==> config.mk <==
export PLATFORM = sky130hd
export DESIGN_NAME = dacwl_top
export DESIGN_NICKNAME = d
export VERILOG_FILES = /design/src/logic/dacwl_pkg.sv /design/src/logic/dacwl_word_if.sv /design/src/logic/dacwl_latch.sv /design/src/logic/dacwl_sync.sv /design/src/logic/dacwl_top.sv
export SDC_FILE = /design/constraint.sdc
export NUM_CORES = 1
export LEC_CHECK = 0
export BUFFER_PORTS_ARGS = -buffer_cell sky130_fd_sc_hd__buf_4
export CORE_ASPECT_RATIO = 0.75
export CORE_MARGIN = 2
export CORE_UTILIZATION = 44
export CTS_CLUSTER_DIAMETER = 50
export CTS_CLUSTER_SIZE = 14
export DETAILED_ROUTE_END_ITERATION = 12
export PLACE_DENSITY = 0.61
export SYNTH_ARGS = -nofsm -noshare
export SYNTH_HDL_FRONTEND = slang
export SYNTH_SLANG_ARGS = --single-unit
==> constraint.sdc <==
create_clock -name clk_sys -period 1.6 [get_ports clk_sys]
set_input_delay 0 -clock clk_sys [delete_from_list [all_inputs] [get_ports clk_sys]]
set_output_delay 0 -clock clk_sys [all_outputs]
set_load 0.005 [all_outputs]
==> src/logic/dacwl_pkg.sv <==
// Shared constants and types for the serial converter word loader
// Functional notes
// - Chip select low enables serial input
// - Frame-sync fall starts word, MSB-first shifting
// - Load latch after sixteen bits or frame-sync rise
// - Power-on clears control and code latches
// - Own chip select addresses one shared device
// - Full word loads on next rising clock
// - Top four control bits, low twelve code
// - Bit fourteen high selects fast settling
// - Bit thirteen high selects power-down
// - Power-down disables every amplifier
// - One word write sets everything
`default_nettype none
package dacwl_pkg;

	// Word layout
	localparam int unsigned WORD_W   = 16;
	localparam int unsigned CODE_W   = 12;
	localparam int unsigned SPD_BIT  = 14;
	localparam int unsigned PWR_BIT  = 13;
	localparam int unsigned CODE_MSB = 11;

	// Bit counter
	localparam int unsigned CNT_W    = 5;
	localparam logic [4:0]  CNT_ZERO = 5'h00;
	localparam logic [4:0]  CNT_ONE  = 5'h01;
	localparam logic [4:0]  CNT_LAST = 5'h0F;
	localparam logic [4:0]  CNT_FULL = 5'h10;

	// Synchroniser: {cs_n, frame_sync, sclk, sdin}
	localparam int unsigned SYNC_W   = 4;
	localparam logic [3:0]  SYNC_RST = 4'hE;

	// Reset values of the latches and shift register
	localparam logic [15:0] WORD_RST = 16'h0000;
	localparam logic [11:0] CODE_RST = 12'h000;

	// Loader states, one-hot
	typedef enum logic [2:0] {
		ST_IDLE  = 3'h1,
		ST_SHIFT = 3'h2,
		ST_FULL  = 3'h4
	} dacwl_state_t;

endpackage
`default_nettype wire

==> src/logic/dacwl_word_if.sv <==
// Carrier of a finished word from the loader to the converter latch
`timescale 1ns/1ps
`default_nettype none
interface dacwl_word_if;
	logic        load;   // One-cycle transfer strobe
	logic [15:0] word;   // Shift register contents

	modport src (output load, output word);
	modport dst (input load, input word);
endinterface
`default_nettype wire

==> src/logic/dacwl_latch.sv <==
// Converter latch: control bits and code taken from a finished word
`timescale 1ns/1ps
`default_nettype none
module dacwl_latch
	import dacwl_pkg::*;
(
	// Clock and reset
	input  wire logic        clk_sys,
	input  wire logic        rstn,
	// Word from the loader
	dacwl_word_if.dst        wi,
	// Latched outputs
	output var  logic [11:0] dac_code,
	output var  logic        settling_speed_select,
	output var  logic        power_down_select,
	output var  logic        amp_enable,
	output var  logic        update_pulse
);

	// Latch update; reset gives slow mode, powered up, code zero
	always_ff @(posedge clk_sys) begin
		if (!rstn) begin
			dac_code              <= CODE_RST;
			settling_speed_select <= 1'b0;
			power_down_select     <= 1'b0;
			amp_enable            <= 1'b1;
			update_pulse          <= 1'b0;
		end else begin
			update_pulse <= wi.load;
			if (wi.load) begin
				// Bits 15 and 12 are don't-care and never stored
				dac_code              <= wi.word[CODE_MSB:0];
				settling_speed_select <= wi.word[SPD_BIT];
				power_down_select     <= wi.word[PWR_BIT];
				amp_enable            <= ~wi.word[PWR_BIT];
			end
		end
	end

endmodule // dacwl_latch
`default_nettype wire

==> src/logic/dacwl_sync.sv <==
// Two-flop synchroniser for a group of pin inputs
`timescale 1ns/1ps
`default_nettype none
module dacwl_sync #(
	parameter int unsigned W       = 1,
	parameter logic [W-1:0] RST_VAL = '0
) (
	// Clock and reset
	input  wire logic         clk_sys,
	input  wire logic         rstn,
	// Asynchronous pins in, synchronised levels out
	input  wire logic [W-1:0] pin_in,
	output var  logic [W-1:0] sync_out
);

	logic [W-1:0] stage1_r;  // Metastability catcher, read only by stage 2

	// Both stages reset to the idle levels of the pins
	always_ff @(posedge clk_sys) begin
		if (!rstn) begin
			stage1_r <= RST_VAL;
			sync_out <= RST_VAL;
		end else begin
			stage1_r <= pin_in;
			sync_out <= stage1_r;
		end
	end

endmodule // dacwl_sync
`default_nettype wire

==> src/logic/dacwl_top.sv <==
// Serial word loader: samples the host link and fills the converter latch
`timescale 1ns/1ps
`default_nettype none
module dacwl_top
	import dacwl_pkg::*;
(
	// System clock and reset
	input  wire logic        clk_sys,
	input  wire logic        rstn,
	// Host serial link pins
	input  wire logic        cs_n,
	input  wire logic        frame_sync,
	input  wire logic        sclk,
	input  wire logic        sdin,
	// Converter side
	output var  logic [11:0] dac_code,
	output var  logic        settling_speed_select,
	output var  logic        power_down_select,
	output var  logic        amp_enable,
	output var  logic        update_pulse
);

	// Synchronised pin levels
	logic [3:0]   pins_s;
	wire          cs_n_s = pins_s[3];
	wire          fs_s   = pins_s[2];
	wire          sclk_s = pins_s[1];
	wire          din_s  = pins_s[0];

	// Delayed copies for edge finding
	logic         fs_d_r;
	logic         sclk_d_r;
	logic         din_d_r;

	// Loader state
	dacwl_state_t state_r;
	dacwl_state_t state_nxt;
	logic [4:0]   cnt_r;
	logic [4:0]   cnt_nxt;
	logic [15:0]  shreg_r;
	logic [15:0]  shreg_nxt;

	// Word hand-off to the latch
	dacwl_word_if wif ();

	// All four pins come from the host's domain
	dacwl_sync #(
		.W       (SYNC_W),
		.RST_VAL (SYNC_RST)
	) u_sync (
		.clk_sys  (clk_sys),
		.rstn     (rstn),
		.pin_in   ({cs_n, frame_sync, sclk, sdin}),
		.sync_out (pins_s)
	);

	// Edge history; the data copy lags so the bit is the pre-fall level
	// Reset levels match the idle pins, so no false edge follows reset
	always_ff @(posedge clk_sys) begin
		if (!rstn) begin
			fs_d_r   <= SYNC_RST[2];
			sclk_d_r <= SYNC_RST[1];
			din_d_r  <= SYNC_RST[0];
		end else begin
			fs_d_r   <= fs_s;
			sclk_d_r <= sclk_s;
			din_d_r  <= din_s;
		end
	end

	// Link decode
	wire cs_lo     = ~cs_n_s;
	wire fs_fall   = fs_d_r & ~fs_s;
	wire fs_rise   = ~fs_d_r & fs_s;
	wire sclk_fall = sclk_d_r & ~sclk_s;
	wire sclk_rise = ~sclk_d_r & sclk_s;
	wire in_idle   = (state_r == ST_IDLE);
	wire in_shift  = (state_r == ST_SHIFT);
	wire in_full   = (state_r == ST_FULL);
	// Room is left until the sixteenth bit has gone in
	wire room      = (cnt_r < CNT_FULL);

	// A bit is taken on a clock fall inside a word, or on the fall that
	// coincides with the frame-sync fall, since the host may place them
	// within one sample of each other
	wire shift_en  = cs_lo & sclk_fall &
	                 ((in_shift & room) | (in_idle & fs_fall));

	// Early end on frame-sync rise, or the rise after a full word
	// Both rising together still give one load, never two
	wire load_fs   = cs_lo & fs_rise & (in_shift | in_full);
	wire load_clk  = cs_lo & in_full & sclk_rise & ~fs_rise;
	wire load      = load_fs | load_clk;

	// Shift in MSB first; held while deselected
	assign shreg_nxt = shift_en ? {shreg_r[14:0], din_d_r}
	                            : shreg_r;

	// Next state and bit count
	always_comb begin
		state_nxt = state_r;
		cnt_nxt   = cnt_r;
		if (!cs_lo) begin
			// Deselected: drop any part word, keep shifter and latch
			state_nxt = ST_IDLE;
		end else begin
			case (state_r)
				ST_IDLE: begin
					// Chip select may be tied low; only frame sync starts
					if (fs_fall) begin
						state_nxt = ST_SHIFT;
						cnt_nxt   = shift_en ? CNT_ONE : CNT_ZERO;
					end
				end
				ST_SHIFT: begin
					// Byte hosts leave frame sync low across both bytes,
					// so the count runs on between them
					if (fs_rise) begin
						state_nxt = ST_IDLE;
					end else if (shift_en) begin
						cnt_nxt = cnt_r + CNT_ONE;
						if (cnt_r == CNT_LAST) begin
							state_nxt = ST_FULL;
						end
					end
				end
				ST_FULL: begin
					// Further clock falls are ignored until the load
					if (load) begin
						state_nxt = ST_IDLE;
					end
				end
				default: begin
					state_nxt = ST_IDLE;
				end
			endcase
		end
	end

	// Loader registers
	// Shifter is not cleared at word start, so short words keep old bits
	always_ff @(posedge clk_sys) begin
		if (!rstn) begin
			state_r <= ST_IDLE;
			cnt_r   <= CNT_ZERO;
			shreg_r <= WORD_RST;
		end else begin
			state_r <= state_nxt;
			cnt_r   <= cnt_nxt;
			shreg_r <= shreg_nxt;
		end
	end

	// Word hand-off; no set-up word is needed before the first load
	assign wif.load = load;
	assign wif.word = shreg_r;

	// Converter latch
	dacwl_latch u_latch (
		.clk_sys               (clk_sys),
		.rstn                  (rstn),
		.wi                    (wif.dst),
		.dac_code              (dac_code),
		.settling_speed_select (settling_speed_select),
		.power_down_select     (power_down_select),
		.amp_enable            (amp_enable),
		.update_pulse          (update_pulse)
	);
endmodule // dacwl_top
`default_nettype wire

==> results of run 1 <==
## sequential cells by signal (all words and copies together) (netlist names)
register and count:
shreg_r 15, u_latch.dac_code 12, cnt_r 5, u_sync.stage1_r 4, u_sync.sync_out 4, state_r 3, din_d_r 1, fs_d_r 1
sclk_d_r 1, u_latch.amp_enable 1, u_latch.power_down_select 1, u_latch.settling_speed_select 1, u_latch.update_pulse 1
## layout make-up
cell class | count | area, sq um | share of cell area
Clock buffer | 5 | 68.8 | 0.0266
Clock inverter | 3 | 23.8 | 0.00918
Inverter | 3 | 11.3 | 0.00435
Multi-Input combinational cell | 162 | 992 | 0.383
Sequential cell | 50 | 1000 | 0.388
Tap cell | 57 | 71.3 | 0.0275
Timing Repair Buffer | 49 | 417 | 0.161
## routing by layer
| layer | part of all wire | global-route usage |
|---|---|---|
| met1 | 0.52 | 0.272 |
| met2 | 0.44 | 0.279 |
| met3 | 0.035 | 0.0645 |
| met4 | 0.0092 | 0.0492 |
| met5 | 0 | 0 |
## synthesized netlist by cell type (3+ instances only)
cell type / n / area [sq um]
buf_2: 3 / 15.0
dfxtp_1: 50 / 1000
nand2_1: 38 / 143
nand2b_1: 14 / 87.6
a21oi_1: 34 / 170
clkbuf_1: 6 / 22.5
o21ai_0: 6 / 30.0
o21ai_1: 9 / 45.0
and2_1: 3 / 18.8
nand3_1: 16 / 80.1
## cells in the final DEF, fill, tap and decap left out, types with 2 or more instances in the layout
cell type / count
dfxtp_1: 47
nand2_1: 38
buf_4: 38
a21oi_1: 34
nand3_1: 16
nand2b_1: 14
o21ai_1: 9
dlygate4sd3_1: 8
o21ai_0: 6
clkbuf_8: 5
and2_1: 3
dfxtp_2: 3
inv_1: 2
nor3b_2: 2
a21o_1: 2
nor2_1: 2
mux2i_1: 2
nor3_1: 2
o2111ai_1: 2
o2111a_1: 2
o22ai_1: 2
ha_1: 2
clkinvlp_4: 2
buf_12: 2
## repair_timing
item	in CTS	in global routing
hold buffers	8	0
resized for setup	0	9
endpoints found under the setup margin	0	35
endpoints found under the hold margin	10	0
## worst min-delay path by stage
stage                                              from                       endpoint  slack, ps
after CTS                 u_sync.stage1_r[3]$_SDFF_PN1_  u_sync.sync_out[3]$_SDFF_PN1_        420
after global routing                               sdin  u_sync.stage1_r[0]$_SDFF_PN0_        440
after detailed placement                           sclk  u_sync.stage1_r[1]$_SDFF_PN1_        190
final                     u_sync.stage1_r[1]$_SDFF_PN1_  u_sync.sync_out[1]$_SDFF_PN1_        420
after global placement                             cs_n  u_sync.stage1_r[3]$_SDFF_PN1_        180
after floorplan                                    sclk  u_sync.stage1_r[1]$_SDFF_PN1_        100
## stage by stage
stage / power, W / std cells / area, sq um
2_1_floorplan: 0.00133 / 229 / 2050
3_3_place_gp: 0.00136 / 313 / 2370
3_5_place_dp: 0.00136 / 313 / 2370
4_1_cts: 0.00212 / 329 / 2550
5_1_grt: 0.00221 / 329 / 2590
6_report: 0.00211 / 329 / 2590
## power by group through the flow
stage,clock (W),combinational [W],sequential [W]
6_report,0.000757,0.0000890,0.00126
3_3_place_gp,0,0.0000709,0.00129
2_1_floorplan,0,0.0000423,0.00129
5_1_grt,0.000852,0.0000970,0.00126
4_1_cts,0.000776,0.0000869,0.00126
3_5_place_dp,0,0.0000713,0.00129
## worst max-delay path: cells and delay by family (launching register included)
kind | cells | cell delay, ps
and+or+nand+nor | 2 | 750
DFF | 1 | 380
AOI/OAI and AO/OA | 2 | 340
## cell families (layout without fill, tap and decap cells)
| logic type | Yosys count | in the layout |
|---|---|---|
| compound gates | 68 | 68 |
| fa+ha+maj | 2 | 2 |
| buf+inv | 17 | 60 |
| flops | 50 | 50 |
| mux | 2 | 2 |
| simple gates | 90 | 90 |
==> results.json, run 1 <==
{
  "grt_antenna_before_repair": 0,
  "critPathKind": "reg2reg",
  "critPathLaunch": "fs_d_r$_SDFF_PN1_",
  "finalHoldWorstSlack_ps": 423,
  "finalHoldViolCount": 0,
  "arrival_ps": 1770,
  "reg2reg_to": "state_r[2]$_SDFFE_PP0P_",
  "hpwlAfterDp_um": 2970,
  "clockPowerShare": 0.359,
  "fin_skew_ps": 9.26,
  "start_util": 0.459,
  "ys_warn_count": 0,
  "worst_setup_path_start_kind": "flip-flop",
  "first_iter_violations": 104,
  "finalNetCount": 279,
  "r2r_slack_ps": 60,
  "synth_edf_count": 0,
  "die_w_um": 82.8,
  "numPortBuffers": 21,
  "internal-power_w": 0.00161,
  "tightest_slew_ps": 357,
  "synth_area_sq_mm": 0.00205,
  "overflow": 0,
  "num_rows": 21,
  "drc": 0,
  "crit_chain": "nand2b_2, a21oi_1, or4b_1, a211oi_2",
  "cts_max_path_buffers": 2,
  "comb_power_share": 0.042,
  "cts_setup_buffers": 0,
  "yosysSeqAreaShare": 0.489,
  "h-tree-depth": 2,
  "post-route-min-period_ps": 1540,
  "final_util": 0.580,
  "slowest_stage": "or4b_1",
  "vias_per_cell": 5.36,
  "dp_slack_ps": 37.1,
  "hold_depth": 1,
  "synth_area_per_cell_sq_um": 8.94,
  "synth_top_family_by_area": "simple AND/OR/NAND/NOR gates",
  "vdd_drop_max_v": 0.000501,
  "synth-main-ff-cell": "dfxtp_1",
  "cts.sinks": 50,
  "max_stage_delay_ps": 560,
  "synth_fa_ha_area_frac": 0.0122,
  "r2r_cells": 4,
  "cts_buffers": 5,
  "grt_pass1_vias": 1650,
  "crit_fanout": 4,
  "powerDensity_mw_per_mm2": 815,
  "max_freq_mhz": 649,
  "fin_tns_setup_ps": 0,
  "rsz0062_at_grt": "true",
  "diodes": 0,
  "critPathCaptureType": "flip-flop",
  "tritoncts": "yes",
  "power_leakage_nw": 0.937,
  "p_seq_frac": 0.599,
  "ioPinCount": 22,
  "synthSimpleGateAreaFrac": 0.240,
  "slew_headroom": 0.761,
  "synth.area.mux_share": 0.00977,
  "num-fill-cells": 404,
  "wl_um": 4560,
  "dieHeight_um": 63.1,
  "drv_cap": 0,
  "synth_seq_cells": 50,
  "syn_to_final_growth_pct": 26.4,
  "grt_max_degree": 21,
  "switching_share": 0.235,
  "dr.pass1.iters": 4,
  "finalCritPeriodShare": 0.963,
  "gp_congestion": 0.871,
  "cp.required_ps": 1830,
  "synth_async_sr_flop_share": 0,
  "clkSlewWorstSetupHoldPaths_ps": 100,
  "p_switching_w": 0.000496,
  "grt_pass1_wl_um": 7670,
  "vias": 1763,
  "drive_above_1_share": 0.246,
  "synth_nets": 237,
  "synth_compound_area_frac": 0.205,
  "status": "finished, final reports clean",
  "maxSlewViolCount": 0,
  "r2r_start": "fs_d_r$_SDFF_PN1_",
  "fin_ws_ps": 59.7,
  "synth_xor_area_frac": 0,
  "setup_viol": 0,
  "postRouteAntennaNets": 0,
  "insertion_delay_ps": 310,
  "core_region_area_sq_mm": 0.00447,
  "endpoint": "state_r[2]$_SDFFE_PP0P_",
  "synth_cell_types": 48,
  "synthCells": 229,
  "hp-class": "reg2reg",
  "wl_per_cell_um": 13.9,
  "track_usage": 0.192,
  "cts-root-buf": "clkbuf_8",
  "fp.dieArea_sq_mm": 0.00522
}
No activity file was read; power rests on OpenSTA's default activity.
==> run 2, diff against run 1 <==
Settings changed: CELL_PAD_IN_SITES_DETAIL_PLACEMENT set to 0, CELL_PAD_IN_SITES_GLOBAL_PLACEMENT set to 1, CORE_UTILIZATION 44 to 43, PLACE_DENSITY 0.61 to 0.75.
==> run 2 against run 1 <==
  * Routed wire length down 0.22%
  * Global-route usage down 1.2 points
  * Clock-buffer cell count up 1
  * Total power up 0.26%
  * Register-to-register slack better by 20 ps
  * Design area up 0.58%
  * Critical path type unchanged
  * Largest cell class unchanged
==> results.json, run 2 (synthesis gave the netlist of run 1 again) <==
{
  "arrival_ps": 1700,
  "dp_slack_ps": 38.7,
  "largest_register": "shreg_r",
  "rsz0062_at_grt": "false",
  "crit_fanout": 13,
  "critPathKind": "reg2reg",
  "start_util": 0.453,
  "wl_um": 4550,
  "cts-root-buf": "clkbuf_8",
  "clockPowerShare": 0.364,
  "cts.sinks": 50,
  "finalHoldWorstSlack_ps": 416,
  "cts_buffers": 5,
  "p_switching_w": 0.000471,
  "vias_per_cell": 5.28,
  "syn_to_final_growth_pct": 27.1,
  "drv_cap": 0,
  "setup_viol": 0,
  "reg_top3": "shreg_r: 15 flops, u_latch.dac_code: 12 flops, cnt_r: 5 flops",
  "crit_chain": "nand4bb_4, a221o_1, buf_4, o21ai_0, o311ai_1",
  "fp.dieArea_sq_mm": 0.00534,
  "vdd_drop_max_v": 0.000563,
  "track_usage": 0.180,
  "worst_setup_path_start_kind": "flip-flop",
  "hp-class": "reg2reg",
  "largest_register_ffs": 15,
  "switching_share": 0.223,
  "clkSlewWorstSetupHoldPaths_ps": 90,
  "num_rows": 21,
  "finalCritPeriodShare": 0.949,
  "cts_max_path_buffers": 2,
  "status": "finished, final reports clean",
  "die_w_um": 83.7,
  "dr.pass1.iters": 5,
  "slowest_stage": "dfxtp_1",
  "grt_max_degree": 21,
  "tritoncts": "yes",
  "comb_power_share": 0.041,
  "ioPinCount": 22,
  "final_common_cell": "dfxtp_1",
  "internal-power_w": 0.00164,
  "slew_headroom": 0.762,
  "overflow": 0,
  "grt_antenna_before_repair": 0,
  "layout_common_cells": "46 x dfxtp_1, 42 x buf_4, 38 x nand2_1",
  "fin_ws_ps": 81.8,
  "dieHeight_um": 63.8,
  "grt_pass1_wl_um": 7670,
  "numPortBuffers": 21,
  "post-route-min-period_ps": 1520,
  "drive_above_1_share": 0.259,
  "vias": 1748,
  "hpwlAfterDp_um": 3090,
  "gp_congestion": 0.779,
  "fin_skew_ps": 4.51,
  "postRouteAntennaNets": 0,
  "finalHoldViolCount": 0,
  "insertion_delay_ps": 300,
  "wl_per_cell_um": 13.7,
  "power_leakage_nw": 0.947,
  "fin_tns_setup_ps": 0,
  "h-tree-depth": 2,
  "finalNetCount": 281,
  "diodes": 0,
  "tightest_slew_ps": 355,
  "grt_pass1_vias": 1624,
  "drc": 0,
  "first_iter_violations": 104,
  "critPathCaptureType": "flip-flop",
  "maxSlewViolCount": 0,
  "max_freq_mhz": 659,
  "max_stage_delay_ps": 370,
  "core_region_area_sq_mm": 0.00452,
  "powerDensity_mw_per_mm2": 812,
  "cp.required_ps": 1780,
  "p_seq_frac": 0.595
}
## run 2: cell count changes in the layout (fill, tap and decap cells not counted), sizes merged
cell	before	now
buf	41	43
clkbuf	5	6
clkinv	1	2
clkinvlp	2	1
inv	3	2
## run 2: worst paths after layout
check / start / end / slack [ps] / cells after the start
min: u_sync.stage1_r[3]$_SDFF_PN1_ / u_sync.sync_out[3]$_SDFF_PN1_ / 420 / 1
max reg2reg: state_r[2]$_SDFFE_PP0P_ / u_latch.amp_enable$_SDFFE_PN1P_ / 80 / 5
min reg2reg: u_sync.stage1_r[3]$_SDFF_PN1_ / u_sync.sync_out[3]$_SDFF_PN1_ / 420 / 1
max: state_r[2]$_SDFFE_PP0P_ / u_latch.amp_enable$_SDFFE_PN1P_ / 80 / 5
## run 2: power groups by stage
stage | Combinational [W] | Sequential [W] | Clock [W]
4_1_cts | 0.0000855 | 0.00126 | 0.000801
3_3_place_gp | 0.0000709 | 0.00129 | 0
6_report | 0.0000860 | 0.00126 | 0.000770
5_1_grt | 0.0000950 | 0.00126 | 0.000851
3_5_place_dp | 0.0000700 | 0.00129 | 0
2_1_floorplan | 0.0000423 | 0.00129 | 0
## run 2: per-stage QoR
step | instances | utilization | cell area (sq um) | total power [W]
2_1_floorplan | 229 | - | 2050 | 0.00133
4_1_cts | 330 | 0.563 | 2540 | 0.00215
3_3_place_gp | 314 | 0.524 | 2370 | 0.00136
6_report | 331 | 0.576 | 2600 | 0.00211
3_5_place_dp | 314 | 0.524 | 2370 | 0.00136
5_1_grt | 331 | 0.576 | 2600 | 0.00221
## run 2: repair_timing
action / in CTS / in global routing
hold buffers: 8 / 0
endpoints found under the hold margin: 10 / 0
gates resized for setup: 0 / 13
endpoints found under the setup margin: 0 / 9
buffers inserted: 0 / 1
## run 2: area by class of cell
class                           count  area (sq um)
Multi-Input combinational cell    162          1000
Clock inverter                      2          12.5
Tap cell                           57          71.3
Clock buffer                        6          82.6
Timing Repair Buffer               51           415
Fill cell                         414          1920
Inverter                            3          11.3
Sequential cell                    50          1010
## run 2: worst max-delay path: cells and delay by family (launching register included)
kind	cells	cell delay, ps
simple gates	1	220
flops	1	370
compound gates	3	630
buf+inv	1	190
## run 2: per-layer routing
| layer | up-vias | GRT usage | share of wire |
|---|---|---|---|
| met4 | 0 | 0.0524 | 0.0068 |
| li1 | 899 | - | - |
| met2 | 32 | 0.269 | 0.42 |
| met3 | 5 | 0.0401 | 0.038 |
| met1 | 812 | 0.262 | 0.54 |
| met5 | - | 0 | 0 |
